[config.mk]
export PLATFORM = sky130hd
export DESIGN_NAME = pump_fieldbus_map
export DESIGN_NICKNAME = d
export VERILOG_FILES = /design/src/pump_map_pkg.sv /design/src/deferred_action.sv /design/src/pump_fieldbus_map.sv
export VERILOG_INCLUDE_DIRS = /design/src
export SDC_FILE = /design/constraint.sdc
export NUM_CORES = 1
export LEC_CHECK = 0
export BUFFER_PORTS_ARGS = -buffer_cell sky130_fd_sc_hd__buf_2
export CORE_ASPECT_RATIO = 0.75
export CORE_MARGIN = 2
export CORE_UTILIZATION = 54
export CTS_BUF_LIST = sky130_fd_sc_hd__clkbuf_16
export DETAILED_ROUTE_END_ITERATION = 8
export GPL_ROUTABILITY_DRIVEN = 0
export PLACE_DENSITY_LB_ADDON = 0.1
export SYNTH_ARGS = -nofsm -noshare
export SYNTH_HDL_FRONTEND = slang
export SYNTH_SLANG_ARGS = --single-unit
[constraint.sdc]
create_clock -name CLK_IN -period 6.3 [get_ports CLK_IN]
set_input_delay 1.26 -clock CLK_IN [delete_from_list [all_inputs] [get_ports CLK_IN]]
set_output_delay 1.26 -clock CLK_IN [all_outputs]
set_load 0.02 [all_outputs]
[src/pump_map_params.svh]
// Offsets, field positions and widths for the pump fieldbus register map
`ifndef PUMP_MAP_PARAMS_SVH
`define PUMP_MAP_PARAMS_SVH

`define ADDR_SYS_COND        16'h0103
`define ADDR_REMOTE_INPUT    16'h0114
`define ADDR_ASSIGNED_OUTPUT 16'h0115
`define ADDR_RUN_REQ         16'h02FF
`define ADDR_ROT_SENSE       16'h0300
`define ADDR_REV_CLR         16'h0301
`define ADDR_LIMIT_EN        16'h0302
`define ADDR_SCALE_LOAD      16'h0303
`define COIL_FIRST           16'h02FF
`define COIL_COUNT           5

`define FC_READ_COILS        8'h01
`define FC_READ_INPUT_REGS   8'h04
`define FC_WRITE_ONE_COIL    8'h05
`define FC_WRITE_MANY_COILS  8'h0F

`define SYS_BIT_RUNNING      0
`define SYS_BIT_GLOBAL_ERR   1
`define SYS_BIT_BUS_ENABLE   2
`define SYS_BIT_DOOR_OPEN    3
`define SYS_BIT_OVER_TEMP    6
`define SYS_BIT_STALL        7
`define SYS_BIT_TUBE_BURST   9
`define SYS_BIT_LOW_SP       10
`define SYS_BIT_HIGH_SP      11
`define SYS_BIT_LEVEL_ALERT  12

`define IN_BIT_REMOTE        0
`define IN_BIT_STOP          1
`define IN_BIT_START         2
`define IN_BIT_DEST_FULL     3
`define IN_BIT_SRC_EMPTY     4
`define IN_BIT_SPILL         5
`define IN_BIT_CCW           6
`define IN_PIN_COUNT         7
`define OUT_PIN_COUNT        4

`define COIL_RESET           1'b0
`endif

[src/pump_map_pkg.sv]
// Types shared by the pump fieldbus register map
package pump_map_pkg;

  typedef struct packed {
    logic        valid;
    logic [7:0]  func;
    logic [15:0] addr;
    logic [15:0] qty;
    logic [15:0] wdata;
  } bus_req_s;

  typedef struct packed {
    logic        valid;
    logic        err;
    logic [15:0] rdata;
  } bus_rsp_s;

  typedef struct packed {
    logic running;
    logic global_err;
    logic bus_enable;
    logic door_open;
    logic over_temp;
    logic stall;
    logic tube_burst;
    logic low_sp;
    logic high_sp;
    logic level_alert;
  } pump_cond_s;

  typedef struct packed {
    logic run_req;
    logic rot_sense;
    logic limit_en;
    logic rev_clr_pulse;
    logic scale_load_pulse;
  } coil_ctrl_s;

  typedef enum logic [1:0] {
    ST_IDLE,
    ST_RESPOND
  } resp_state_e;

endpackage : pump_map_pkg

[src/deferred_action.sv]
// One deferred command bit: held while the pump runs, applied once it stops
`timescale 1ns/1ps
module deferred_action (
  input  wire logic clk_in,
  input  wire logic srst_in,
  input  wire logic req_in,
  input  wire logic running_in,
  output logic      fire_out
);
  logic pend_q;
  logic pend_d;
  logic fire_d;

  assign fire_d = (pend_q | req_in) & ~running_in;
  assign pend_d = (pend_q | req_in) & running_in;

  always_ff @(posedge clk_in) begin
    if (srst_in) begin
      pend_q   <= 1'b0;
      fire_out <= 1'b0;
    end else begin
      pend_q   <= pend_d;
      fire_out <= fire_d;
    end
  end
endmodule : deferred_action

[src/pump_fieldbus_map.sv]
// Pump fieldbus coil and input register map
//
// Overview of operation
// Each command bit is its own coil with its own address.
// Coil 0x02FF requests run; coil 0x0300 picks rotation, 1 anticlockwise.
// Writing 1 to coil 0x0301 clears the tachometer counter; 0 does nothing.
// Coil 0x0302 enables bus-supplied min and max speed limits.
// Writing 1 to coil 0x0303 loads the pending calibration factor.
// Read-only 16-bit system status word sits at input register 0x0103.
// Status bits 0..3: running, global error, bus control enabled, door open.
// Bits 6, 7, 9 flag over-temperature, stall, tube burst; unused read 0.
// Bits 10, 11, 12 flag low set point, high set point, fluid level.
// Input status at 0x0114 and output status at 0x0115, read-only.
// Both status words are 16 bits, read with function 0x04.
// An input pulled to 0V reads 1; open or high reads 0.
// Output status bit reads 1 while its output is active.
// Input bits 0..2: remote mode, stop, start.
// Input bits 3..6: dest full, source empty, spill, CCW; rest 0.
// Output bits 0..3 mirror outputs 1..4; bits 4..15 read 0.
// Coils hold 0 after every reset.
// Coil actions while running are remembered and applied once stopped; the code applies the run coil 0x02FF at once.
// Functions 0x01, 0x05 and 0x0F read and write coils.
// Clear and load coils act once per write of 1.
`timescale 1ns/1ps
`include "pump_map_params.svh"
module pump_fieldbus_map
  import pump_map_pkg::*;
(
  input  wire logic                      CLK_IN,
  input  wire logic                      SRST_IN,
  input  wire bus_req_s                  REQ_IN,
  input  wire pump_cond_s                COND_IN,
  input  wire logic [`IN_PIN_COUNT-1:0]  REMOTE_IN_N_IN,
  input  wire logic [`OUT_PIN_COUNT-1:0] OUTPUT_ACTIVE_IN,
  output bus_rsp_s                       RSP_OUT,
  output coil_ctrl_s                     CTRL_OUT
);

  ////////////////////////////////////////////////////////////////////////
  // Decode

  logic [`COIL_COUNT-1:0] coils_q;
  logic [`COIL_COUNT-1:0] coils_d;
  logic [15:0]            sys_word;
  logic [15:0]            in_word;
  logic [15:0]            out_word;
  logic [15:0]            coil_ofs;
  logic [15:0]            coil_end;
  logic                   coil_range_ok;
  logic                   is_rd_coil;
  logic                   is_wr_one;
  logic                   is_wr_many;
  logic                   is_rd_reg;
  logic                   reg_hit;
  logic [15:0]            reg_val;
  logic [15:0]            coil_rd_val;
  logic                   one_val_ok;
  logic                   one_bit;
  logic [`COIL_COUNT-1:0] wr_mask;
  logic [`COIL_COUNT-1:0] wr_bits;
  logic                   req_ok;
  logic [15:0]            rdata_d;
  logic                   rev_clr_req;
  logic                   scale_load_req;
  logic                   rev_clr_fire;
  logic                   scale_load_fire;

  assign is_rd_coil = REQ_IN.func == `FC_READ_COILS;
  assign is_wr_one  = REQ_IN.func == `FC_WRITE_ONE_COIL;
  assign is_wr_many = REQ_IN.func == `FC_WRITE_MANY_COILS;
  assign is_rd_reg  = REQ_IN.func == `FC_READ_INPUT_REGS;

  // Coil window bounds; each coil has its own address
  assign coil_ofs = REQ_IN.addr - `COIL_FIRST;
  assign coil_end = coil_ofs + (is_wr_one ? 16'h0001 : REQ_IN.qty);
  assign coil_range_ok = (REQ_IN.addr >= `COIL_FIRST) && (coil_ofs < 16'(`COIL_COUNT))
                       && (is_wr_one || REQ_IN.qty != 16'h0000)
                       && (coil_end <= 16'(`COIL_COUNT));

  // Write-one-coil uses FF00 for on and 0000 for off
  assign one_val_ok = (REQ_IN.wdata == 16'hFF00) || (REQ_IN.wdata == 16'h0000);
  assign one_bit    = REQ_IN.wdata == 16'hFF00;

  ////////////////////////////////////////////////////////////////////////
  // Status words

  assign sys_word = {3'b000,
                     COND_IN.level_alert, COND_IN.high_sp, COND_IN.low_sp,
                     COND_IN.tube_burst, 1'b0,
                     COND_IN.stall, COND_IN.over_temp, 2'b00,
                     COND_IN.door_open, COND_IN.bus_enable,
                     COND_IN.global_err, COND_IN.running};

  // Pins are active low at the connector
  assign in_word  = {9'h000, ~REMOTE_IN_N_IN};
  assign out_word = {12'h000, OUTPUT_ACTIVE_IN};

  assign reg_hit = is_rd_reg && REQ_IN.qty == 16'h0001 &&
                   (REQ_IN.addr == `ADDR_SYS_COND || REQ_IN.addr == `ADDR_REMOTE_INPUT ||
                    REQ_IN.addr == `ADDR_ASSIGNED_OUTPUT);
  assign reg_val = (REQ_IN.addr == `ADDR_SYS_COND)     ? sys_word :
                   (REQ_IN.addr == `ADDR_REMOTE_INPUT) ? in_word  :
                   out_word;

  // Coil read: LSB is the first coil asked for
  assign coil_rd_val = 16'(coils_q >> coil_ofs[2:0]) &
                       ~(16'hFFFF << REQ_IN.qty[3:0]);

  ////////////////////////////////////////////////////////////////////////
  // Coil write

  assign wr_mask = is_wr_one ? 5'(5'b00001 << coil_ofs[2:0])
                             : 5'(~(5'b11111 << REQ_IN.qty[2:0]) << coil_ofs[2:0]);
  assign wr_bits = is_wr_one ? {`COIL_COUNT{one_bit}}
                             : 5'(REQ_IN.wdata[4:0] << coil_ofs[2:0]);

  assign req_ok = (is_rd_coil && coil_range_ok) || reg_hit ||
                  (is_wr_one && coil_range_ok && one_val_ok) ||
                  (is_wr_many && coil_range_ok);

  assign coils_d = (REQ_IN.valid && req_ok && (is_wr_one || is_wr_many))
                 ? ((coils_q & ~wr_mask) | (wr_bits & wr_mask))
                 : coils_q;

  assign rdata_d = is_rd_coil ? coil_rd_val :
                   reg_hit    ? reg_val     :
                   (is_wr_one || is_wr_many) ? REQ_IN.wdata : 16'h0000;

  // A write of 1 to a one-shot coil raises a single request
  assign rev_clr_req = REQ_IN.valid && req_ok && (is_wr_one || is_wr_many)
                     && wr_mask[2] && wr_bits[2];
  assign scale_load_req = REQ_IN.valid && req_ok && (is_wr_one || is_wr_many)
                        && wr_mask[4] && wr_bits[4];

  deferred_action u_rev_clr (
    .clk_in     (CLK_IN),
    .srst_in    (SRST_IN),
    .req_in     (rev_clr_req),
    .running_in (COND_IN.running),
    .fire_out   (rev_clr_fire)
  );

  deferred_action u_scale_load (
    .clk_in     (CLK_IN),
    .srst_in    (SRST_IN),
    .req_in     (scale_load_req),
    .running_in (COND_IN.running),
    .fire_out   (scale_load_fire)
  );

  ////////////////////////////////////////////////////////////////////////
  // Registers

  always_ff @(posedge CLK_IN) begin
    if (SRST_IN) begin
      coils_q <= {`COIL_COUNT{`COIL_RESET}};
      RSP_OUT <= '0;
      CTRL_OUT <= '0;
    end else begin
      coils_q <= coils_d;
      RSP_OUT.valid <= REQ_IN.valid;
      RSP_OUT.err   <= REQ_IN.valid && !req_ok;
      RSP_OUT.rdata <= (REQ_IN.valid && req_ok) ? rdata_d : 16'h0000;
      CTRL_OUT.run_req   <= coils_d[0];
      // Rotation and limit changes wait for a stop
      if (!COND_IN.running) begin
        CTRL_OUT.rot_sense <= coils_d[1];
        CTRL_OUT.limit_en  <= coils_d[3];
      end
      CTRL_OUT.rev_clr_pulse    <= rev_clr_fire;
      CTRL_OUT.scale_load_pulse <= scale_load_fire;
    end
  end

endmodule : pump_fieldbus_map

==> results.json, run 1 <==
{
  "status": "complete, no violations",
  "cap_violations": 0,
  "hold_buffers": 0,
  "place_ws_ns": 0.577,
  "fmax_ghz": 0.179,
  "critPathSlowestCell": "a41oi_1",
  "dp_hpwl_um": 9310,
  "nets": 669,
  "cts-resized-gates": 0,
  "slew_headroom": 0.346,
  "r2r_setup_slack_ns": 4.87,
  "hold_slack_ns": 0.436,
  "cp-start-kind": "input port",
  "rsz0062_at_grt": "false",
  "reg2reg_to": "RSP_OUT[1]$_SDFF_PP0_",
  "gr-usage-all-layers": 0.310,
  "critPathMaxFanout": 23,
  "worstPathCellList": "buf_2, inv_1, ha_1, ha_1, a21oi_1, a21oi_1, a21oi_1, or3_4, a21boi_0, o2111ai_1, a2111oi_2, a41oi_1, nor4_2, mux2_2",
  "synth_edf_count": 0,
  "worst_slew_pin_slew_ns": 0.968,
  "die_y_um": 74.6,
  "synthesis.nets": 581,
  "firstDrtPassIters": 5,
  "wl_per_cell_um": 17.8,
  "portBuffers": 102,
  "cts.clk_slew.worst_paths_ns": 0.05,
  "ant_nets": 0,
  "die-area_mm2": 0.00732,
  "setup_viol": 0,
  "ys_ff_latch": 31,
  "via_per_inst": 6.57,
  "layout_min_cycle_time_ns": 5.58,
  "clockRootBuffer": "clkbuf_16",
  "cts_htree_levels": 2,
  "synthCells": 485,
  "power_density_mw_per_mm2": 169,
  "min_path_type": "register to register",
  "min_period_over_period": 0.885,
  "fin_tns_setup_ns": 0,
  "coreArea_mm2": 0.00638,
  "antenna_found_initial": 0,
  "skew_ns": 0.00510,
  "routed-via-count": 4301,
  "drtIter0Drc": 434,
  "crit_top_cell": "a21oi_1",
  "crit_type": "input port to register",
  "cts_sinks": 31,
  "start_util": 0.563,
  "hold_viol": 0,
  "cpPeakStageDelay_ns": 0.49,
  "final_util": 0.673,
  "syn_area_mm2": 0.00359,
  "postCtsSetupBuffers": 0,
  "area_growth_pct": 19.5,
  "worstSetupEndpointType": "register",
  "regToRegStartpoint": "coils_q[3]$_SDFF_PP0_",
  "cts_tree": "done",
  "arrival_ns": 5.73,
  "diodes": 0,
  "hp-start": "u_scale_load.fire_out$_SDFF_PP0_",
  "overflow": 0,
  "synth_cell_type_count": 75,
  "worstSkewPairLatency_ns": 0.27,
  "cts_buffer_depth": 2,
  "maxSlewViolCount": 0,
  "fin_ws_ns": 0.724,
  "grt_pass1_wl_um": 18400,
  "worst-r2r-cell-count": 4,
  "grt_max_degree": 24,
  "leakage_nw": 1.72,
  "wirelength_um": 11700,
  "drc": 0,
  "numCtsBuffers": 5,
  "rows": 25,
  "pin_count": 103,
  "syn_area_per_cell_um2": 7.40,
  "hold_path_end": "CTRL_OUT[0]$_SDFF_PP0_",
  "yosysWarningCount": 0,
  "grt_pass1_vias": 3720,
  "drive_gt1_frac": 0.239,
  "die_x_um": 98.2,
  "ys.flop_type": "dfxtp_1",
  "cp.required_ns": 6.46,
  "ir_worst_vdd_mv": 0.0969,
  "cp_num_buf_inv": 2,
  "ys_seq_area_frac": 0.173,
  "cp_top_family": "compound AO/OA/AOI/OAI gates",
  "holdPathStages": 1,
  "async_flop_share": 0
}
## state kept, by name, summed over array words and instances, names as in the netlist, named ones only
| signal | cells |
|---|---|
| RSP_OUT | 18 |
| CTRL_OUT | 4 |
| coils_q | 2 |
| u_rev_clr.fire_out | 1 |
| u_rev_clr.pend_q | 1 |
| u_scale_load.fire_out | 1 |
| u_scale_load.pend_q | 1 |
## cells in the final DEF, fill, tap and decap left out, types with 7 or more instances in the layout
| master | instances |
|---|---|
| o21ai_0 | 15 |
| o21a_1 | 7 |
| buf_4 | 7 |
| and2_1 | 15 |
| mux2i_1 | 7 |
| inv_1 | 18 |
| a21oi_1 | 36 |
| a31oi_1 | 8 |
| nor4_1 | 15 |
| dfxtp_1 | 31 |
| ha_1 | 15 |
| xor2_1 | 7 |
| o2111ai_1 | 7 |
| or4_1 | 7 |
| buf_2 | 102 |
| nor3b_1 | 7 |
| nand3_1 | 15 |
| nand2_1 | 44 |
| nor3_1 | 23 |
| nor2_1 | 30 |
| nor2b_1 | 10 |
| xnor2_1 | 20 |
| nand4_1 | 10 |
## synth_stat cells (all sizes together), types with 8 or more instances
cell type,number,area (um2)
nand2,44,165
dfxtp,31,621
clkbuf,19,71.3
buf,9,56.3
nor4,16,106
nand3,15,75.1
a21oi,36,180
xnor2,20,175
or4,8,63.8
o21ai,15,75.1
a31oi,9,62.6
nor3,25,135
nor2,30,113
and2,15,93.8
nor2b,10,62.6
inv,18,67.6
ha,15,188
nand4,10,62.6
## power breakdown
group / total [mW] / switching, mW / leakage [nW] / internal, mW
sequential: 0.197 / 0.000154 / 0.250 / 0.197
clock: 0.269 / 0.0850 / 0.0812 / 0.184
combinational: 0.260 / 0.157 / 1.38 / 0.103
## stage by stage
stage / cells / cell area [um2] / power [mW]
final: 655 / 4290 / 0.726
after global routing: 655 / 4290 / 0.761
after CTS: 655 / 4290 / 0.719
after detailed placement: 647 / 4130 / 0.453
after global placement: 647 / 4130 / 0.447
after floorplan: 485 / 3590 / 0.377
## cell families (layout without fill, tap and decap cells)
group	count (synthesis)	after routing	synth area share
fa+ha+maj	18	18	0.0634
flops	31	31	0.173
mux	10	10	0.0289
xor+xnor	29	29	0.0784
compound gates	143	143	0.286
simple gates	208	208	0.316
buf+inv	46	135	0.0544
## cell type report
class | count | area [um2]
Clock buffer | 5 | 125
Clock inverter | 3 | 38.8
Fill cell | 581 | 2090
Inverter | 18 | 67.6
Multi-Input combinational cell | 408 | 2780
Sequential cell | 31 | 621
Tap cell | 81 | 101
Timing Repair Buffer | 109 | 563
## worst max-delay path by stage
stage | from | end | slack (ns) | cells after the start
5_1_grt | REQ_IN[32] | register | 0.38 | 16
3_5_place_dp | REQ_IN[32] | register | 0.58 | 14
2_1_floorplan | REQ_IN[53] | CTRL_OUT[2]$_SDFFE_PP0N_ | 1.02 | 17
6_report | REQ_IN[32] | register | 0.72 | 14
4_1_cts | REQ_IN[32] | register | 0.82 | 14
3_3_place_gp | REQ_IN[32] | CTRL_OUT[2]$_SDFFE_PP0N_ | 0.70 | 14
## layer usage
metal  routed length, um  vias up  part of all wire  track usage
met1                5260     1997              0.45        0.471
met4                  40        0            0.0034       0.0335
met3                1550       11              0.13       0.0650
li1                    -     2015                 -            -
met5                   0        -                 0            0
met2                4830      278              0.41        0.470
No activity file was read; power rests on OpenSTA's default activity.
==> run 2, diff against run 1 <==
--- a/config.mk
+++ b/config.mk
@@ -7,11 +7,12 @@
 export NUM_CORES = 1
 export LEC_CHECK = 0
+export ABC_AREA = 1
 export BUFFER_PORTS_ARGS = -buffer_cell sky130_fd_sc_hd__buf_2
 export CORE_ASPECT_RATIO = 0.75
 export CORE_MARGIN = 2
-export CORE_UTILIZATION = 54
+export CORE_UTILIZATION = 55
 export CTS_BUF_LIST = sky130_fd_sc_hd__clkbuf_16
 export DETAILED_ROUTE_END_ITERATION = 8
-export GPL_ROUTABILITY_DRIVEN = 0
+export GPL_ROUTABILITY_DRIVEN = 1
 export PLACE_DENSITY_LB_ADDON = 0.1
 export SYNTH_ARGS = -nofsm -noshare
==> constraint.sdc (replaced) <==
create_clock -name CLK_IN -period 6.3 [get_ports CLK_IN]
set_input_delay 0.945 -clock CLK_IN [delete_from_list [all_inputs] [get_ports CLK_IN]]
set_output_delay 0.945 -clock CLK_IN [all_outputs]
set_load 0.02 [all_outputs]
==> run 2 against run 1 <==
  * Clock skew is essentially flat
  * Clock power shrank 17%
  * Largest cell class unchanged
  * Utilization is 0.71 points higher
  * Via count is 14% higher
  * Synthesized cell count up 45%
==> results.json, run 2 <==
{
  "dp.cells": 893,
  "synth_cell_type_count": 51,
  "postCtsSetupBuffers": 0,
  "async_flop_share": 0,
  "final_util": 0.680,
  "hold_buffers": 0,
  "regToRegStartpoint": "coils_q[3]$_SDFF_PP0_",
  "routed-via-count": 4919,
  "die_y_um": 77.6,
  "critPathMaxFanout": 14,
  "cts-resized-gates": 0,
  "cts_sinks": 31,
  "ys_ff_latch": 31,
  "skew_ns": 0.00521,
  "min_path_type": "register to register",
  "placed_area_mm2": 0.00455,
  "place.gp.congestion": 0.994,
  "slew_headroom": 0.228,
  "pin_count": 103,
  "cts_htree_levels": 2,
  "cp-endpoint": "RSP_OUT[5]$_SDFF_PP0_",
  "worst-r2r-cell-count": 8,
  "ys_top_cells_by_count": "nand2_1, nor2_1, inv_1",
  "yosysMostFrequentCell": "nand2_1",
  "cap_violations": 0,
  "start_util": 0.577,
  "yosys.area_share.adder": 0.0522,
  "diodes": 0,
  "cts_buffer_depth": 2,
  "design_area_mm2": 0.00469,
  "grt_pass1_wl_um": 20500,
  "wl_per_cell_um": 14.2,
  "min_period_over_period": 0.696,
  "drc": 0,
  "portBuffers": 102,
  "die-area_mm2": 0.00793,
  "top_register": "RSP_OUT",
  "drive_gt1_frac": 0.218,
  "place_ws_ns": 1.75,
  "crit_type": "input port to register",
  "cp-start-kind": "input port",
  "overflow": 0,
  "fin_tns_setup_ns": 0,
  "rows": 26,
  "worstSetupEndpointType": "register",
  "synth-compound-area-share": 0.119,
  "gr-usage-all-layers": 0.324,
  "numCtsBuffers": 5,
  "yosysWarningCount": 0,
  "antenna_found_initial": 0,
  "worst_slew_pin_slew_ns": 1.15,
  "maxSlewViolCount": 0,
  "nets": 898,
  "drtIter0Drc": 479,
  "layout_common_cells": "nand2_1, nor2_1, inv_1",
  "yosys.area_share.xor_xnor": 0.00661,
  "via_per_inst": 5.47,
  "grt_max_degree": 22,
  "cp.required_ns": 6.50,
  "fin_cells": 900,
  "status": "complete, no violations",
  "mostFrequentLayoutCell": "nand2_1",
  "arrival_ns": 4.58,
  "hold_slack_ns": 0.418,
  "hold_viol": 0,
  "rsz0062_at_grt": "false",
  "synth_mux_area_frac": 0.00503,
  "leakage_nw": 2.60,
  "worstSkewPairLatency_ns": 0.28,
  "synth_top_area_share": 0.183,
  "firstDrtPassIters": 6,
  "ir_worst_vdd_mv": 0.142,
  "fin_ws_ns": 1.91,
  "syn_area_per_cell_um2": 5.65,
  "reg2reg_to": "RSP_OUT[0]$_SDFF_PP0_",
  "synth_area_leaders": "nand2_1, dfxtp_1, nor2_1",
  "synthesis.nets": 800,
  "fmax_ghz": 0.228,
  "ys.flop_type": "dfxtp_1",
  "r2r_setup_slack_ns": 4.87,
  "setup_viol": 0,
  "top_regs": "RSP_OUT x18, CTRL_OUT x4, coils_q x2",
  "cts_tree": "done",
  "synth_edf_count": 0,
  "critPathLaunch": "REQ_IN[51]",
  "grt_pass1_vias": 4408,
  "clockRootBuffer": "clkbuf_16",
  "yosys.area_share.simple": 0.539,
  "cts.clk_slew.worst_paths_ns": 0.05,
  "synthCells": 704,
  "ys_seq_area_frac": 0.156,
  "area_growth_pct": 17.8,
  "largest_reg_flops": 18,
  "ant_nets": 0,
  "syn_area_mm2": 0.00398,
  "layout_min_cycle_time_ns": 4.39,
  "die_x_um": 102,
  "synth_top_family_by_area": "simple AND/OR/NAND/NOR gates",
  "wirelength_um": 12800,
  "yosysTopAreaCell": "nand2_1",
  "fin_total_pwr_mw": 0.685,
  "coreArea_mm2": 0.00690,
  "dp_hpwl_um": 10700,
  "power_density_mw_per_mm2": 146
}
[run 2: cell types whose count changed after synthesis, sizes merged, moves of 12 or more]
cell / change
nor3: -12
and2: -15
inv: +95
a21oi: -15
nor4: -15
nand4: +20
nand2: +179
nand3: +50
xnor2: -19
clkbuf: -14
nor2: +87
[run 2: kinds of logic after synthesis]
logic type	after synthesis
AOI/OAI and AO/OA	71
xor gates and xnor gates	3
adders and majority gates	16
buffers and inverters	125
DFF	31
muxes	2
and+or+nand+nor	456
[run 2: worst min-delay path by stage]
stage                                                 from                      to  slack (ns)  cells after the start
final                     u_scale_load.fire_out$_SDFF_PP0_  CTRL_OUT[0]$_SDFF_PP0_        0.42                      2
after global routing      u_scale_load.fire_out$_SDFF_PP0_  CTRL_OUT[0]$_SDFF_PP0_        0.43                      2
after CTS                    u_rev_clr.fire_out$_SDFF_PP0_  CTRL_OUT[1]$_SDFF_PP0_        0.42                      2
after detailed placement     u_rev_clr.fire_out$_SDFF_PP0_  CTRL_OUT[1]$_SDFF_PP0_        0.40                      2
after global placement       u_rev_clr.fire_out$_SDFF_PP0_  CTRL_OUT[1]$_SDFF_PP0_        0.39                      2
after floorplan           u_scale_load.fire_out$_SDFF_PP0_  CTRL_OUT[0]$_SDFF_PP0_        0.39                      2
[run 2: per-layer routing]
layer  up-vias  GRT usage  part of all wire
met3        14     0.0748              0.12
met4         0     0.0493            0.0095
met1      2186      0.499              0.47
met2       252      0.463              0.40
li1       2467          -                 -
met5         -          0                 0
[run 2: worst max-delay path, stage by stage]
cell	delay, ns
buf_2	0.11
inv_1	0.04
nand2_1	0.07
inv_1	0.08
nand2_1	0.05
nor2_1	0.86
nor2_1	0.18
fa_1	0.48
nand2_1	0.07
nand3b_1	0.13
nand2_1	0.10
nand2_1	0.11
nand2_2	0.08
nand2_2	0.08
nand2_2	0.06
nand2_2	0.08
nand3_1	0.07
nand2_1	0.12
nand3_2	0.10
o21bai_4	0.25
nand4_1	0.27
o21ai_1	0.26
[run 2: layout make-up]
class | instances | area, um2
Multi-Input combinational cell | 548 | 2870
Clock buffer | 5 | 125
Inverter | 114 | 429
Clock inverter | 2 | 8.76
Fill cell | 682 | 2210
Sequential cell | 31 | 621
Tap cell | 98 | 123
Timing Repair Buffer | 102 | 510
[run 2: power breakdown]
group	switching (mW)	internal [mW]	leakage, nW
registers	0.000123	0.197	0.250
logic	0.174	0.0899	2.28
clock network	0.0825	0.142	0.0671
==> run 3, diff against run 2 <==
Clock period 6.3 ns to 4.4 ns, I/O delays scaled along.
==> run 3 against run 2 <==
  * Final area up 0.64%
  * Utilization is 0.44 points higher
  * Routed wire length down 0.41%
  * Critical endpoint unchanged
  * Setup slack got worse by 1.5 ns
  * Largest cell class unchanged
  * Clock power grew 42%
  * Critical path depth fell by 5
  * Via count increased by 0.67%
  * Sequential power increased by 44%
  * Clock skew barely moved
==> results.json, run 3 (synthesized netlist as in run 2, its figures left out) <==
{
  "status": "complete, no violations",
  "postCtsSetupBuffers": 0,
  "largest_reg_flops": 18,
  "cts_sinks": 31,
  "overflow": 0,
  "maxSlewViolCount": 0,
  "gr-usage-all-layers": 0.320,
  "crit_top_cell": "nand2_1",
  "rsz0062_at_grt": "false",
  "skew_ns": 0.00478,
  "fmax_ghz": 0.253,
  "top_register": "RSP_OUT",
  "antenna_found_initial": 0,
  "grt_pass1_vias": 4269,
  "cts_tree": "done",
  "diodes": 0,
  "mostFrequentLayoutCell": "nand2_1",
  "wl_per_cell_um": 14.1,
  "critPathMaxFanout": 20,
  "cp_top_family": "simple AND/OR/NAND/NOR gates",
  "layout_min_cycle_time_ns": 3.96,
  "nets": 902,
  "worstPathCellList": "buf_2, inv_1, ha_1, fa_1, inv_1, nand2_1, nand3_1, nand2_1, nor2_1, nand2_1, nor2_1, nand4_2, nor2_4, nand3_2, o21bai_4, nand4_1, o21ai_1",
  "firstDrtPassIters": 6,
  "hold_viol": 0,
  "drtIter0Drc": 474,
  "cp_num_buf_inv": 3,
  "fin_ws_ns": 0.442,
  "wirelength_um": 12700,
  "grt_max_degree": 22,
  "crit_type": "input port to register",
  "cts-resized-gates": 0,
  "cpPeakStageDelay_ns": 0.54,
  "worstSetupEndpointType": "register",
  "via_per_inst": 5.48,
  "grt_pass1_wl_um": 20300,
  "die_y_um": 77.6,
  "area_growth_pct": 18.6,
  "slew_headroom": 0.497,
  "drc": 0,
  "cts_buffer_depth": 2,
  "design_area_mm2": 0.00472,
  "critPathSlowestCell": "ha_1",
  "pin_count": 103,
  "rows": 26,
  "min_path_type": "register to register",
  "top_regs": "RSP_OUT x18, CTRL_OUT x4, coils_q x2",
  "place.gp.congestion": 0.956,
  "cp.required_ns": 4.60,
  "drive_gt1_frac": 0.222,
  "fin_cells": 904,
  "worst_slew_pin_slew_ns": 0.748,
  "final_util": 0.684,
  "power_density_mw_per_mm2": 207,
  "min_period_over_period": 0.900,
  "ir_worst_vdd_mv": 0.147,
  "numCtsBuffers": 5,
  "coreArea_mm2": 0.00690,
  "dp.cells": 897,
  "fin_tns_setup_ns": 0,
  "arrival_ns": 4.16,
  "fin_total_pwr_mw": 0.977,
  "portBuffers": 102,
  "routed-via-count": 4952,
  "cts.clk_slew.worst_paths_ns": 0.05,
  "dp_hpwl_um": 10600,
  "ant_nets": 0,
  "leakage_nw": 2.62,
  "place_ws_ns": 0.315,
  "clockRootBuffer": "clkbuf_16",
  "cp-start-kind": "input port",
  "hold_buffers": 0,
  "die_x_um": 102,
  "layout_common_cells": "nand2_1, nor2_1, inv_1",
  "die-area_mm2": 0.00793,
  "cts_htree_levels": 2,
  "worstSkewPairLatency_ns": 0.27,
  "start_util": 0.577,
  "setup_viol": 0,
  "hold_slack_ns": 0.403,
  "cap_violations": 0,
  "placed_area_mm2": 0.00458
}
## run 3: tightest hold or removal path, delay by kind of cell (launching register included)
kind,cells,cell delay [ns]
DFF,1,0.29
buffers and inverters,1,0.04
and+or+nand+nor,1,0.03
## run 3: power breakdown
group          switching (mW)  internal [mW]  total [mW]
registers            0.000302          0.282       0.283
clock network           0.116          0.203       0.318
logic                   0.247          0.129       0.376
## run 3: cell type report
class                   count  area, um2
inverters                 114        429
repair buffers            106        541
clock buffers               5        125
fillers                   667       2180
flip-flops and latches     31        621
clock inverters             2       8.76
multi-input cells         548       2870
well taps                  98        123
## run 3: final timing paths
kind	startpoint	to	slack (ns)	cells past startpoint
worst min-delay path	u_scale_load.fire_out$_SDFF_PP0_	CTRL_OUT[0]$_SDFF_PP0_	0.40	2
worst max-delay path	REQ_IN[32]	RSP_OUT[5]$_SDFF_PP0_	0.44	17
worst max register to register	coils_q[3]$_SDFF_PP0_	RSP_OUT[0]$_SDFF_PP0_	3.05	8
worst min register to register	u_scale_load.fire_out$_SDFF_PP0_	CTRL_OUT[0]$_SDFF_PP0_	0.40	2
## run 3: layer usage
layer  global-route usage  share of wire  wire length [um]
met1                0.510           0.49              6200
met2                0.452           0.39              5020
met3               0.0577           0.11              1410
met4               0.0413         0.0082               104
met5                    0              0                 0
